===== src/logic/lhic_pkg.sv =====
/*
 Package for the limp-home and input control block: channel counts,
 select field width, reset values and device mode codes.
 Assumes nothing of its surroundings.
*/
package lhic_pkg;
   localparam int         LHIC_CHANNELS   = 8;
   localparam int         LHIC_DIRECT_INS = 4;
   localparam int         LHIC_LIMP_CHANS = 4;
   localparam int         LHIC_SEL_W      = 2;
   localparam logic [7:0] LHIC_OUT_RESET  = 8'h00;
   localparam logic [7:0] LHIC_ON_RESET   = 8'h00;
   localparam logic [7:0] LHIC_MODE_RESET = 8'h00;
   localparam logic [1:0] LHIC_SEL_RESET  = 2'h0;

   typedef enum logic [3:0] {
      LHIC_STANDBY = 4'h1,
      LHIC_IDLE    = 4'h2,
      LHIC_ACTIVE  = 4'h4,
      LHIC_LIMP    = 4'h8
   } lhic_state_type;
endpackage : lhic_pkg


===== src/logic/lhic_route.sv =====
/*
 Per-channel input matrix: picks the direct input named by each channel's
 select field, or the serial on bit when the channel is in serial control.
 Assumes the direct inputs are already synchronous to the clock.
*/
`timescale 1ns/100ps
module lhic_route
   import lhic_pkg::*;
(
   input  wire logic [LHIC_DIRECT_INS-1:0]           directIn,
   input  wire logic [LHIC_CHANNELS-1:0]             inputMode,
   input  wire logic [LHIC_CHANNELS-1:0]             serialOn,
   input  wire logic [LHIC_CHANNELS*LHIC_SEL_W-1:0]  inputSelect,
   output      logic [LHIC_CHANNELS-1:0]             chanCmd
);
   genvar ch;
   generate
      for (ch = 0; ch < LHIC_CHANNELS; ch++) begin : g_chan
         logic [LHIC_SEL_W-1:0] sel;
         assign sel = inputSelect[ch*LHIC_SEL_W +: LHIC_SEL_W];
         // High input means on, low means off
         assign chanCmd[ch] = inputMode[ch] ? directIn[sel] : serialOn[ch];
      end
   endgenerate
endmodule : lhic_route


===== src/logic/lhic_control.sv =====
/*
 Mode and input routing control of an eight-channel low-side switch.
 Assumes all inputs synchronous to clk; the serial frame decoder sits outside
 and presents written fields as write strobes with data.
*/
// Functional notes
// Power-on reset clears all serial registers; idle mode, all channels off. Code: channels 1..4 follow the direct inputs if fail-safe is high.
// Low reset pin forces defaults and minimum-current standby.
// High fail-safe pin enters limp-home; registers held at reset values.
// In limp-home, direct inputs 1..4 drive channels 1..4 directly.
// In limp-home, channels 5..8 are held off.
// In limp-home, serial traffic is ignored entirely.
// Fail-safe request overrides a held low reset request.
// Fail-safe request during standby wakes device into limp-home.
// On fail-safe release, reset registers; standby if reset low, else idle.
// First serial frame after limp-home exit carries transmission error flag.
// Serially written select field picks which direct input drives a channel.
// In input mode, direct input high means on, low means off.
// In serial control, each channel follows its serial on bit.
// Open direct input reads low, so its channels switch off.
// Limp-home routing does not depend on the serial clock.
`timescale 1ns/100ps
module lhic_control
   import lhic_pkg::*;
(
   input  wire logic                                 clk,
   input  wire logic                                 reset,
   input  wire logic                                 resetRequest_n,
   input  wire logic                                 failsafeRequest,
   input  wire logic [LHIC_DIRECT_INS-1:0]           directInput,
   input  wire logic                                 frameStart,
   input  wire logic                                 frameEnd,
   input  wire logic                                 wrOnBits,
   input  wire logic [LHIC_CHANNELS-1:0]             wrOnData,
   input  wire logic                                 wrMode,
   input  wire logic [LHIC_CHANNELS-1:0]             wrModeData,
   input  wire logic                                 wrSelect,
   input  wire logic [LHIC_CHANNELS*LHIC_SEL_W-1:0]  wrSelectData,
   output      logic [LHIC_CHANNELS-1:0]             channelOutput,
   output      logic                                 transmissionErrorFlag,
   output      logic                                 limpHomeActive,
   output      logic                                 standbyActive,
   output      logic [LHIC_CHANNELS-1:0]             serialOnReadback,
   output      logic [LHIC_CHANNELS-1:0]             inputModeReadback
);
   lhic_state_type                          state_ff;
   lhic_state_type                          nxt_state;
   logic [LHIC_CHANNELS-1:0]                onBits_ff;
   logic [LHIC_CHANNELS-1:0]                modeBits_ff;
   logic [LHIC_CHANNELS*LHIC_SEL_W-1:0]     selBits_ff;
   logic                                    terPending_ff;
   logic                                    nxt_terPending;
   logic                                    nxt_terFlag;
   logic [LHIC_CHANNELS-1:0]                routedCmd;
   logic [LHIC_CHANNELS-1:0]                limpCmd;
   logic [LHIC_CHANNELS-1:0]                nxt_out;
   logic                                    inLimp;
   logic                                    limpExit;
   logic                                    pinReset;
   logic                                    forceOff;
   logic                                    clearRegs;
   logic                                    serialOk;
   logic                                    channelsUsed;
   logic                                    nxt_limpActive;
   logic                                    nxt_standbyActive;

   // Pin and state decode shared by the register, flag and output logic
   assign inLimp       = state_ff == LHIC_LIMP;
   assign limpExit     = inLimp && !failsafeRequest;
   assign pinReset     = !resetRequest_n;
   assign forceOff     = reset || pinReset || inLimp;
   assign channelsUsed = |onBits_ff || |modeBits_ff;

   // Registers are cleared while reset, the fail-safe request or the low reset pin stands
   assign clearRegs = reset || failsafeRequest || pinReset;
   // Strobes count only while no reset, no low reset pin and no fail-safe request stands
   assign serialOk  = !failsafeRequest && !pinReset && !reset;

   always_comb begin
      nxt_state = state_ff;
      unique case (state_ff)
         LHIC_STANDBY: begin
            if (failsafeRequest) begin
               nxt_state = LHIC_LIMP;
            end else if (resetRequest_n) begin
               nxt_state = LHIC_IDLE;
            end
         end
         LHIC_IDLE, LHIC_ACTIVE: begin
            if (failsafeRequest) begin
               nxt_state = LHIC_LIMP;
            end else if (pinReset) begin
               nxt_state = LHIC_STANDBY;
            end else if (channelsUsed) begin
               nxt_state = LHIC_ACTIVE;
            end else begin
               nxt_state = LHIC_IDLE;
            end
         end
         LHIC_LIMP: begin
            if (!failsafeRequest) begin
               // Registers are already clear; only the landing state follows the pin
               nxt_state = resetRequest_n ? LHIC_IDLE : LHIC_STANDBY;
            end
         end
         // An upset code falls back to standby, the lowest-current state
         default: begin
            nxt_state = LHIC_STANDBY;
         end
      endcase
   end

   always_ff @(posedge clk) begin
      if (reset) begin
         state_ff <= LHIC_IDLE;
      end else begin
         state_ff <= nxt_state;
      end
   end

   assign nxt_limpActive    = nxt_state == LHIC_LIMP;
   assign nxt_standbyActive = nxt_state == LHIC_STANDBY;

   // Serial on bits, one per channel
   always_ff @(posedge clk) begin
      if (clearRegs) begin
         onBits_ff <= LHIC_ON_RESET;
      end else if (serialOk && wrOnBits) begin
         onBits_ff <= wrOnData;
      end
   end

   // A set mode bit hands the channel over to its direct input
   always_ff @(posedge clk) begin
      if (clearRegs) begin
         modeBits_ff <= LHIC_MODE_RESET;
      end else if (serialOk && wrMode) begin
         modeBits_ff <= wrModeData;
      end
   end

   always_ff @(posedge clk) begin
      if (clearRegs) begin
         selBits_ff <= {LHIC_CHANNELS{LHIC_SEL_RESET}};
      end else if (serialOk && wrSelect) begin
         selBits_ff <= wrSelectData;
      end
   end

   // Set on limp-home exit wins over the clear at a frame end
   always_comb begin
      nxt_terPending = terPending_ff;
      if (limpExit) begin
         nxt_terPending = 1'b1;
      end else if (frameEnd && serialOk) begin
         nxt_terPending = 1'b0;
      end
   end

   always_ff @(posedge clk) begin
      if (reset) begin
         terPending_ff <= 1'b0;
      end else begin
         terPending_ff <= nxt_terPending;
      end
   end

   // A frame that opens on the exit edge itself must already see the flag
   assign nxt_terFlag = terPending_ff || limpExit;

   always_ff @(posedge clk) begin
      if (reset) begin
         transmissionErrorFlag <= 1'b0;
      end else if (frameStart && serialOk) begin
         transmissionErrorFlag <= nxt_terFlag;
      end
   end

   lhic_route u_route (
      .directIn    (directInput), // open pins are pulled low outside
      .inputMode   (modeBits_ff),
      .serialOn    (onBits_ff),
      .inputSelect (selBits_ff),
      .chanCmd     (routedCmd)
   );

   // Limp routing is taken straight from the pins, never through serial state
   genvar ch;
   generate
      for (ch = 0; ch < LHIC_CHANNELS; ch++) begin : g_limp
         if (ch < LHIC_LIMP_CHANS) begin : g_pin
            assign limpCmd[ch] = directInput[ch];
         end else begin : g_off
            assign limpCmd[ch] = LHIC_OUT_RESET[ch];
         end
      end
   endgenerate

   always_comb begin
      nxt_out = routedCmd;
      if (failsafeRequest) begin
         nxt_out = limpCmd;
      end else if (forceOff) begin
         nxt_out = LHIC_OUT_RESET;
      end
   end

   // Power-on reset must not blank the limp channels while the fail-safe pin is high
   always_ff @(posedge clk) begin
      if (reset && !failsafeRequest) begin
         channelOutput <= LHIC_OUT_RESET;
      end else begin
         channelOutput <= nxt_out;
      end
   end

   always_ff @(posedge clk) begin
      if (reset) begin
         limpHomeActive <= 1'b0;
      end else begin
         limpHomeActive <= nxt_limpActive;
      end
   end

   always_ff @(posedge clk) begin
      if (reset) begin
         standbyActive <= 1'b0;
      end else begin
         standbyActive <= nxt_standbyActive;
      end
   end

   always_ff @(posedge clk) begin
      if (reset) begin
         serialOnReadback <= LHIC_ON_RESET;
      end else begin
         serialOnReadback <= onBits_ff;
      end
   end

   always_ff @(posedge clk) begin
      if (reset) begin
         inputModeReadback <= LHIC_MODE_RESET;
      end else begin
         inputModeReadback <= modeBits_ff;
      end
   end
endmodule : lhic_control


===== config.mk =====
export PLATFORM = sky130hd
export DESIGN_NAME = lhic_control
export DESIGN_NICKNAME = d
export VERILOG_FILES = /design/src/logic/lhic_pkg.sv /design/src/logic/lhic_route.sv /design/src/logic/lhic_control.sv
export SDC_FILE = /design/constraint.sdc
export NUM_CORES = 1
export LEC_CHECK = 0
export BUFFER_PORTS_ARGS = -buffer_cell sky130_fd_sc_hd__buf_2
export CAP_MARGIN = 10
export CORE_MARGIN = 2
export CORE_UTILIZATION = 41
export DETAILED_ROUTE_END_ITERATION = 8
export PLACE_DENSITY = 0.65
export SKIP_CTS_REPAIR_TIMING = 1
export SLEW_MARGIN = 20
export SYNTH_ARGS = -nofsm -noshare
export SYNTH_HDL_FRONTEND = slang
export SYNTH_SLANG_ARGS = --single-unit

===== constraint.sdc =====
create_clock -name clk -period 3.5 [get_ports clk]
set_clock_uncertainty 0.15 [all_clocks]
set_input_delay 0 -clock clk [delete_from_list [all_inputs] [get_ports clk]]
set_output_delay 0 -clock clk [all_outputs]
set_load 0.05 [all_outputs]

==> summary.json, run 1 <==
{
  "worst_hold_path_type": {"value": "in -> reg"},
  "grt_max_degree": {"value": 35},
  "met2_wirelength": {"value": 2550, "unit": "um"},
  "r2r_depth": {"value": 4},
  "portBuffers": {"value": 71},
  "run_status": {"value": "complete, but fails checks"},
  "ctsHtreeMaxLevel": {"value": 3},
  "clk_transition_reported_paths": {"value": 70, "unit": "ps"},
  "mostFrequentLayoutCell": {"value": "sky130_fd_sc_hd__buf_2"},
  "synth_area": {"value": 0.00240, "unit": "sq mm"},
  "clk_latency": {"value": 330, "unit": "ps"},
  "slew-limit-headroom": {"value": 0.529},
  "placementRows": {"value": 27},
  "synth_seq_cells": {"value": 64},
  "num_antenna_cells": {"value": 0},
  "hold_slack": {"value": -45.7, "unit": "ps"},
  "timing.reg2reg.setup_slack": {"value": 1580, "unit": "ps"},
  "initial_utilization": {"value": 0.431},
  "critical_path_required": {"value": 3620, "unit": "ps"},
  "maxSlewViolCount": {"value": 0},
  "power.clock.fraction": {"value": 0.362},
  "seq_power_share": {"value": 0.503},
  "power.share.switching": {"value": 0.264},
  "post_route_cells_drive_above_1_share": {"value": 0.295},
  "synth-async-reset-ratio": {"value": 0},
  "routed_wire_length_per_instance": {"value": 13.7, "unit": "um"},
  "finalWirelength": {"value": 5660, "unit": "um"},
  "synth_seq_area_share": {"value": 0.533},
  "cap_violations": {"value": 0},
  "min_delay_worst_endpoint": {"value": "onBits_ff[5]"},
  "most-common-layout-cells": {"value": "sky130_fd_sc_hd__buf_2, sky130_fd_sc_hd__dfxtp_1, sky130_fd_sc_hd__dlygate4sd3_1"},
  "floorplan.die_area": {"value": 0.00649, "unit": "sq mm"},
  "critical_path_peak_fanout": {"value": 3},
  "rr_endpoint": {"value": "terPending_ff"},
  "grtUsageTotal": {"value": 0.172},
  "crit_path_end_kind": {"value": "register"},
  "setup_repair_after_global_routing_missed_its_margin": {"value": "false"},
  "regToRegStartpoint": {"value": "state_ff[2]"},
  "dieHeight": {"value": 80.5, "unit": "um"},
  "avgViaCountPerCell": {"value": 4.66},
  "violations": {"value": "negative hold slack"},
  "hold_vio_cnt_final": {"value": 5},
  "grt-ovfl-total": {"value": 0},
  "fp.dieW": {"value": 80.5, "unit": "um"},
  "antenna_left": {"value": 0},
  "p_leak": {"value": 1.55, "unit": "nW"},
  "routed.top_layer": {"value": "met4"},
  "tightest_pin_transition": {"value": 707, "unit": "ps"},
  "post-route-period-util": {"value": 0.549},
  "cts_tree": {"value": "done"},
  "timing_worst_setup_path_type": {"value": "reg -> reg"},
  "ys.flop_type": {"value": "sky130_fd_sc_hd__dfxtp_1"},
  "crit_chain": {"value": "or4b_4 -> a2bb2oi_1 -> nor2_1 -> dlygate4sd3_1"},
  "routed-wl-met3": {"value": 302, "unit": "um"},
  "synth_cell_types": {"value": 28},
  "synth_edf_count": {"value": 0},
  "cts-buffers-inserted": {"value": 9},
  "relative_area_change_from_synthesis_to_final_layout": {"value": 46.4, "unit": "%"},
  "grt_pass1_vias": {"value": 1665},
  "fin_setup_tns": {"value": 0, "unit": "ps"},
  "critical_path.startpoint": {"value": "state_ff[2]"},
  "critical-path-slowest-cell": {"value": "sky130_fd_sc_hd__or4b_4"},
  "worst_setup_sp_type": {"value": "register"},
  "arrival": {"value": 2040, "unit": "ps"},
  "numClockSinks": {"value": 64},
  "synth.avg_cell_area": {"value": 11.3, "unit": "sq um"},
  "achievable-frequency": {"value": 521, "unit": "MHz"},
  "wl_on_met1": {"value": 2700, "unit": "um"},
  "drt_pre_antenna_iters": {"value": 4},
  "setup_violations": {"value": 0},
  "syn_warnings": {"value": 0},
  "post_synthesis_net_count": {"value": 257},
  "postLayoutCoreUtil": {"value": 0.631},
  "total_switching_power": {"value": 0.000398, "unit": "W"},
  "min_delay_startpoint": {"value": "wrOnBits"},
  "synthesis.instances": {"value": 212},
  "area_of_the_placeable_core": {"value": 0.00557, "unit": "sq mm"},
  "via_count": {"value": 1931},
  "power.density_cell_area": {"value": 429, "unit": "mW/mm^2"},
  "num_io_pins": {"value": 72},
  "peakVddDrop": {"value": 0.000338, "unit": "V"},
  "drt-initial-drc-count": {"value": 103},
  "post-route-drc-count": {"value": 0},
  "p_int": {"value": 0.00111, "unit": "W"},
  "clk_path_buf_depth": {"value": 2},
  "finalNetCount": {"value": 382},
  "comb_power_share": {"value": 0.135},
  "routabilityCongestion": {"value": 0.737},
  "dpl.hpwl": {"value": 3760, "unit": "um"},
  "timing.critical_path.slowest_cell_delay": {"value": 590, "unit": "ps"},
  "post-route-min-period": {"value": 1920, "unit": "ps"},
  "whs_path_depth": {"value": 3},
  "grt_antenna_before_repair": {"value": 0},
  "clock-root-buffer": {"value": "sky130_fd_sc_hd__clkbuf_8"},
  "grt_first_pass_wirelength": {"value": 8350, "unit": "um"}
}
-- critical path: cells and delay by family (launching register included) --
kind / cells / cell delay (ps)
AO/OA/AOI/OAI: 1 / 150
flip-flops: 1 / 330
buffers and inverters: 1 / 550
AND/OR/NAND/NOR: 2 / 680
-- registers in the layout, summed over array words and instances (netlist names) --
name and count:
inputModeReadback 8, serialOnReadback 8, transmissionErrorFlag 1, selBits_ff 16, state_ff 4, onBits_ff 8, limpHomeActive 1, terPending_ff 1
modeBits_ff 8, channelOutput 8, standbyActive 1
-- power groups by stage --
stage	registers [W]	logic [W]	clock network (W)
CTS	0.000759	0.000155	0.000553
detailed placement	0.000776	0.000154	0
finish	0.000759	0.000204	0.000545
global placement	0.000775	0.000153	0
floorplan	0.000800	0.0000772	0
global route	0.000760	0.000222	0.000589
-- routing by layer --
metal | track usage | vias to the layer above
li1 | - | 985
met1 | 0.229 | 875
met2 | 0.261 | 60
met3 | 0.0438 | 11
met4 | 0.0763 | 0
met5 | 0 | -
-- worst max path at each step --
stage / to / slack [ps] / cells after the start
CTS: channelOutput[3] / 1820 / 4
floorplan: transmissionErrorFlag / 2030 / 3
detailed placement: channelOutput[3] / 1470 / 4
global route: channelOutput[0] / 1470 / 5
global placement: channelOutput[1] / 1500 / 4
finish: terPending_ff / 1580 / 4
-- per-stage QoR --
step / power (W) / instances / setup WS [ps] / cell area, sq um
2_1_floorplan: 0.000877 / 212 / 2030 / 2400
3_3_place_gp: 0.000928 / 344 / 1500 / 2800
3_5_place_dp: 0.000930 / 344 / 1470 / 2800
4_1_cts: 0.00147 / 360 / 1820 / 2980
5_1_grt: 0.00157 / 414 / 1470 / 3520
6_report: 0.00151 / 414 / 1580 / 3520
-- synth_stat cells (2+ instances only) --
library cell | count | area [sq um]
sky130_fd_sc_hd__nor2_1 | 39 | 146
sky130_fd_sc_hd__o21ai_1 | 4 | 20.0
sky130_fd_sc_hd__buf_2 | 2 | 10.0
sky130_fd_sc_hd__dfxtp_1 | 64 | 1280
sky130_fd_sc_hd__and3b_1 | 2 | 17.5
sky130_fd_sc_hd__nand2_1 | 4 | 15.0
sky130_fd_sc_hd__mux4_2 | 8 | 180
sky130_fd_sc_hd__clkbuf_1 | 8 | 30.0
sky130_fd_sc_hd__mux2i_1 | 40 | 400
sky130_fd_sc_hd__nor2b_1 | 17 | 106
sky130_fd_sc_hd__a21oi_1 | 3 | 15.0
sky130_fd_sc_hd__nor4_1 | 5 | 31.3
-- cell type report --
cell class / instances / area (sq um)
tap: 72 / 90.1
sequential: 64 / 1280
multi-input combinational: 137 / 1080
clock buffer: 9 / 124
clock inverter: 7 / 47.5
fill: 461 / 2060
timing repair buffer: 125 / 896
-- kinds of logic (layout without fill, tap and decap cells) --
family / Yosys count / count (layout) / share of synthesized area
multiplexers: 48 / 48 / 0.242
AND/OR/NAND/NOR: 76 / 76 / 0.167
AO/OA/AOI/OAI: 11 / 11 / 0.0323
flip-flops: 64 / 64 / 0.533
buffers and inverters: 11 / 141 / 0.0182
XOR/XNOR: 2 / 2 / 0.00729
No activity file was read; power rests on OpenSTA's default activity.
==> run 2, diff against run 1 <==
--- a/config.mk
+++ b/config.mk
@@ -10,7 +10,7 @@
 export CORE_MARGIN = 2
 export CORE_UTILIZATION = 41
 export DETAILED_ROUTE_END_ITERATION = 8
-export PLACE_DENSITY = 0.65
+export PLACE_DENSITY = 0.67
 export SKIP_CTS_REPAIR_TIMING = 1
 export SLEW_MARGIN = 20
 export SYNTH_ARGS = -nofsm -noshare
==> constraint.sdc (replaced) <==
create_clock -name clk -period 1.7 [get_ports clk]
set_clock_uncertainty 0.15 [all_clocks]
set_input_delay 0 -clock clk [delete_from_list [all_inputs] [get_ports clk]]
set_output_delay 0 -clock clk [all_outputs]
set_load 0.05 [all_outputs]
==> run 2 against run 1 <==
The run now ends clean. Maximum frequency increased by 21%. Total power rose by 120%. Non-clock buffer count up 7. Global-route usage fell by 0.59 points. Combinational power rose by 110%. Sequential power is 110% higher. Sequential share of layout area shrank 1.1 points. First-iteration DRC count shrank 41%. Critical path depth is 1 lower. Via count rose by 2.5%. Flip-flop and latch count is the same. Critical endpoint is now transmissionErrorFlag. Largest power group unchanged.
==> summary.json, run 2 (synthesized netlist as in run 1, its figures left out) <==
{
  "largest_register_ffs": {"value": 16, "change": "unchanged"},
  "clk_path_buf_depth": {"value": 2, "change": "unchanged"},
  "grt_first_pass_wirelength": {"value": 7770, "unit": "um", "change": "was 8350 um"},
  "avgViaCountPerCell": {"value": 4.70, "change": "was 4.66"},
  "total_buffers_and_inverters_traversed_by_the_critical_path": {"value": 0, "change": "was 1"},
  "critical_path_required": {"value": 1780, "unit": "ps", "change": "was 3620 ps"},
  "floorplan.die_area": {"value": 0.00649, "unit": "sq mm", "change": "unchanged"},
  "tightest_pin_transition": {"value": 478, "unit": "ps", "change": "was 707 ps"},
  "crit_path_end_kind": {"value": "register", "change": "unchanged"},
  "grt_pass1_vias": {"value": 1622, "change": "was 1665"},
  "post_place_cells": {"value": 348, "change": "was 344"},
  "mostFrequentLayoutCell": {"value": "sky130_fd_sc_hd__buf_2", "change": "unchanged"},
  "critical-path-slowest-cell": {"value": "sky130_fd_sc_hd__or4b_4", "change": "unchanged"},
  "post-route-min-period": {"value": 1590, "unit": "ps", "change": "was 1920 ps"},
  "worst_setup_sp_type": {"value": "register", "change": "unchanged"},
  "finalNetCount": {"value": 389, "change": "was 382"},
  "cap_violations": {"value": 0, "change": "unchanged"},
  "multi_input_comb_area": {"value": 0.00108, "unit": "sq mm", "change": "unchanged"},
  "ctsHtreeMaxLevel": {"value": 3, "change": "unchanged"},
  "grtUsageTotal": {"value": 0.166, "change": "was 0.172"},
  "relative_area_change_from_synthesis_to_final_layout": {"value": 50.8, "unit": "%", "change": "was 46.4%"},
  "drt_pre_antenna_iters": {"value": 4, "change": "unchanged"},
  "timing_worst_setup_path_type": {"value": "reg -> reg", "change": "unchanged"},
  "post_route_cells_drive_above_1_share": {"value": 0.295, "change": "about the same"},
  "p_leak": {"value": 1.60, "unit": "nW", "change": "was 1.55 nW"},
  "slew-limit-headroom": {"value": 0.681, "change": "was 0.529"},
  "fin_total_pwr": {"value": 0.00337, "unit": "W", "change": "was 0.00151 W"},
  "setup_violations": {"value": 0, "change": "unchanged"},
  "routed_wire_length_per_instance": {"value": 13.5, "unit": "um", "change": "was 13.7 um"},
  "initial_utilization": {"value": 0.431, "change": "unchanged"},
  "portBuffers": {"value": 71, "change": "unchanged"},
  "fin_setup_tns": {"value": 0, "unit": "ps", "change": "unchanged"},
  "drt-initial-drc-count": {"value": 61, "change": "was 103"},
  "seq_area": {"value": 0.00128, "unit": "sq mm", "change": "unchanged"},
  "grt_antenna_before_repair": {"value": 0, "change": "unchanged"},
  "area_of_the_placeable_core": {"value": 0.00557, "unit": "sq mm", "change": "unchanged"},
  "run_status": {"value": "finished, final reports clean", "change": "was complete, but fails checks"},
  "hold_vio_cnt_final": {"value": 0, "change": "was 5"},
  "arrival": {"value": 1670, "unit": "ps", "change": "was 2040 ps"},
  "via_count": {"value": 1979, "change": "was 1931"},
  "post-route-drc-count": {"value": 0, "change": "unchanged"},
  "numClockSinks": {"value": 64, "change": "unchanged"},
  "largest_register": {"value": "selBits_ff", "change": "unchanged"},
  "r2r_depth": {"value": 3, "change": "was 4"},
  "timing.critical_path.slowest_cell_delay": {"value": 580, "unit": "ps", "change": "was 590 ps"},
  "crit_chain": {"value": "or4b_4 -> nor2b_4 -> a311oi_2", "change": "was or4b_4 -> a2bb2oi_1 -> nor2_1 -> dlygate4sd3_1"},
  "cts-buffers-inserted": {"value": 9, "change": "unchanged"},
  "cpLargestDelayFamily": {"value": "simple AND/OR/NAND/NOR gates", "change": "unchanged"},
  "critical_path_peak_fanout": {"value": 3, "change": "unchanged"},
  "fp.dieW": {"value": 80.5, "unit": "um", "change": "unchanged"},
  "regToRegStartpoint": {"value": "state_ff[2]", "change": "unchanged"},
  "cts_tree": {"value": "done", "change": "unchanged"},
  "grt-ovfl-total": {"value": 0, "change": "unchanged"},
  "min_delay_startpoint": {"value": "wrSelect", "change": "was wrOnBits"},
  "antenna_left": {"value": 0, "change": "unchanged"},
  "final_cell_count_no_fill": {"value": 421, "change": "was 414"},
  "dpl.hpwl": {"value": 3690, "unit": "um", "change": "was 3760 um"},
  "setup_ws": {"value": 111, "unit": "ps", "change": "was 1580 ps"},
  "dieHeight": {"value": 80.5, "unit": "um", "change": "unchanged"},
  "achievable-frequency": {"value": 629, "unit": "MHz", "change": "was 521 MHz"},
  "timing.reg2reg.setup_slack": {"value": 110, "unit": "ps", "change": "was 1580 ps"},
  "whs_path_depth": {"value": 3, "change": "unchanged"},
  "maxSlewViolCount": {"value": 0, "change": "unchanged"},
  "grt_max_degree": {"value": 24, "change": "was 35"},
  "clk_transition_reported_paths": {"value": 60, "unit": "ps", "change": "was 70 ps"},
  "pre_cts_ws": {"value": 171, "unit": "ps", "change": "was 1470 ps"},
  "peakVddDrop": {"value": 0.000598, "unit": "V", "change": "was 0.000338 V"},
  "num_io_pins": {"value": 72, "change": "unchanged"},
  "min_delay_worst_endpoint": {"value": "selBits_ff[2]", "change": "was onBits_ff[5]"},
  "power.density_cell_area": {"value": 930, "unit": "mW/mm^2", "change": "was 429 mW/mm^2"},
  "most-common-layout-cells": {"value": "sky130_fd_sc_hd__buf_2, sky130_fd_sc_hd__dfxtp_1, sky130_fd_sc_hd__dlygate4sd3_1", "change": "unchanged"},
  "filler_cell_count": {"value": 442, "change": "was 461"},
  "post-route-period-util": {"value": 0.935, "change": "was 0.549"},
  "placementRows": {"value": 27, "change": "unchanged"},
  "num_antenna_cells": {"value": 0, "change": "unchanged"},
  "worst_hold_path_type": {"value": "in -> reg", "change": "unchanged"},
  "clk_latency": {"value": 330, "unit": "ps", "change": "about the same"},
  "rr_endpoint": {"value": "transmissionErrorFlag", "change": "was terPending_ff"},
  "clock-root-buffer": {"value": "sky130_fd_sc_hd__clkbuf_8", "change": "unchanged"},
  "routabilityCongestion": {"value": 0.851, "change": "was 0.737"},
  "setup_repair_after_global_routing_missed_its_margin": {"value": "false", "change": "unchanged"},
  "finalWirelength": {"value": 5680, "unit": "um", "change": "was 5660 um"}
}
run 2: worst min-delay path, delay by kind of cell:
kind                   cells  cell delay, ps
buffers and inverters      1             260
muxes                      1             170
and+or+nand+nor            1              70
run 2: stage by stage:
| stage | cell area [sq um] | utilization | hold slack, ps |
|---|---|---|---|
| detailed placement | 2830 | 0.508 | 88.6 |
| CTS | 3050 | 0.547 | -275 |
| floorplan | 2400 | - | -78.4 |
| global route | 3620 | 0.650 | 66.7 |
| global placement | 2830 | 0.508 | 77.3 |
| finish | 3620 | 0.650 | 59.9 |
run 2: worst max path at each step:
stage,from,endpoint,slack (ps),cells after the start
after floorplan,state_ff[2],transmissionErrorFlag,230,3
after global placement,state_ff[2],transmissionErrorFlag,210,3
after detailed placement,state_ff[2],transmissionErrorFlag,170,3
after CTS,state_ff[2],transmissionErrorFlag,170,3
after global routing,state_ff[2],transmissionErrorFlag,70,3
final,state_ff[2],transmissionErrorFlag,110,3
run 2: routing by layer:
layer | up-vias | global-route usage | routed length [um]
li1 | 999 | - | -
met1 | 922 | 0.211 | 2640
met2 | 54 | 0.250 | 2710
met3 | 4 | 0.0562 | 290
met4 | 0 | 0.0814 | 45
met5 | - | 0 | 0
run 2: report_power, final:
group	internal, W	leakage, nW	switching [W]
Sequential	0.00154	0.520	0.0000247
Combinational	0.000229	0.968	0.000203
Clock	0.000836	0.113	0.000538
run 2: final cells by class:
class | instances | area share
Clock inverter | 2 | 0.00967
Multi-Input combinational cell | 137 | 0.297
Clock buffer | 14 | 0.0504
Timing Repair Buffer | 132 | 0.264
Sequential cell | 64 | 0.354
Tap cell | 72 | 0.0249
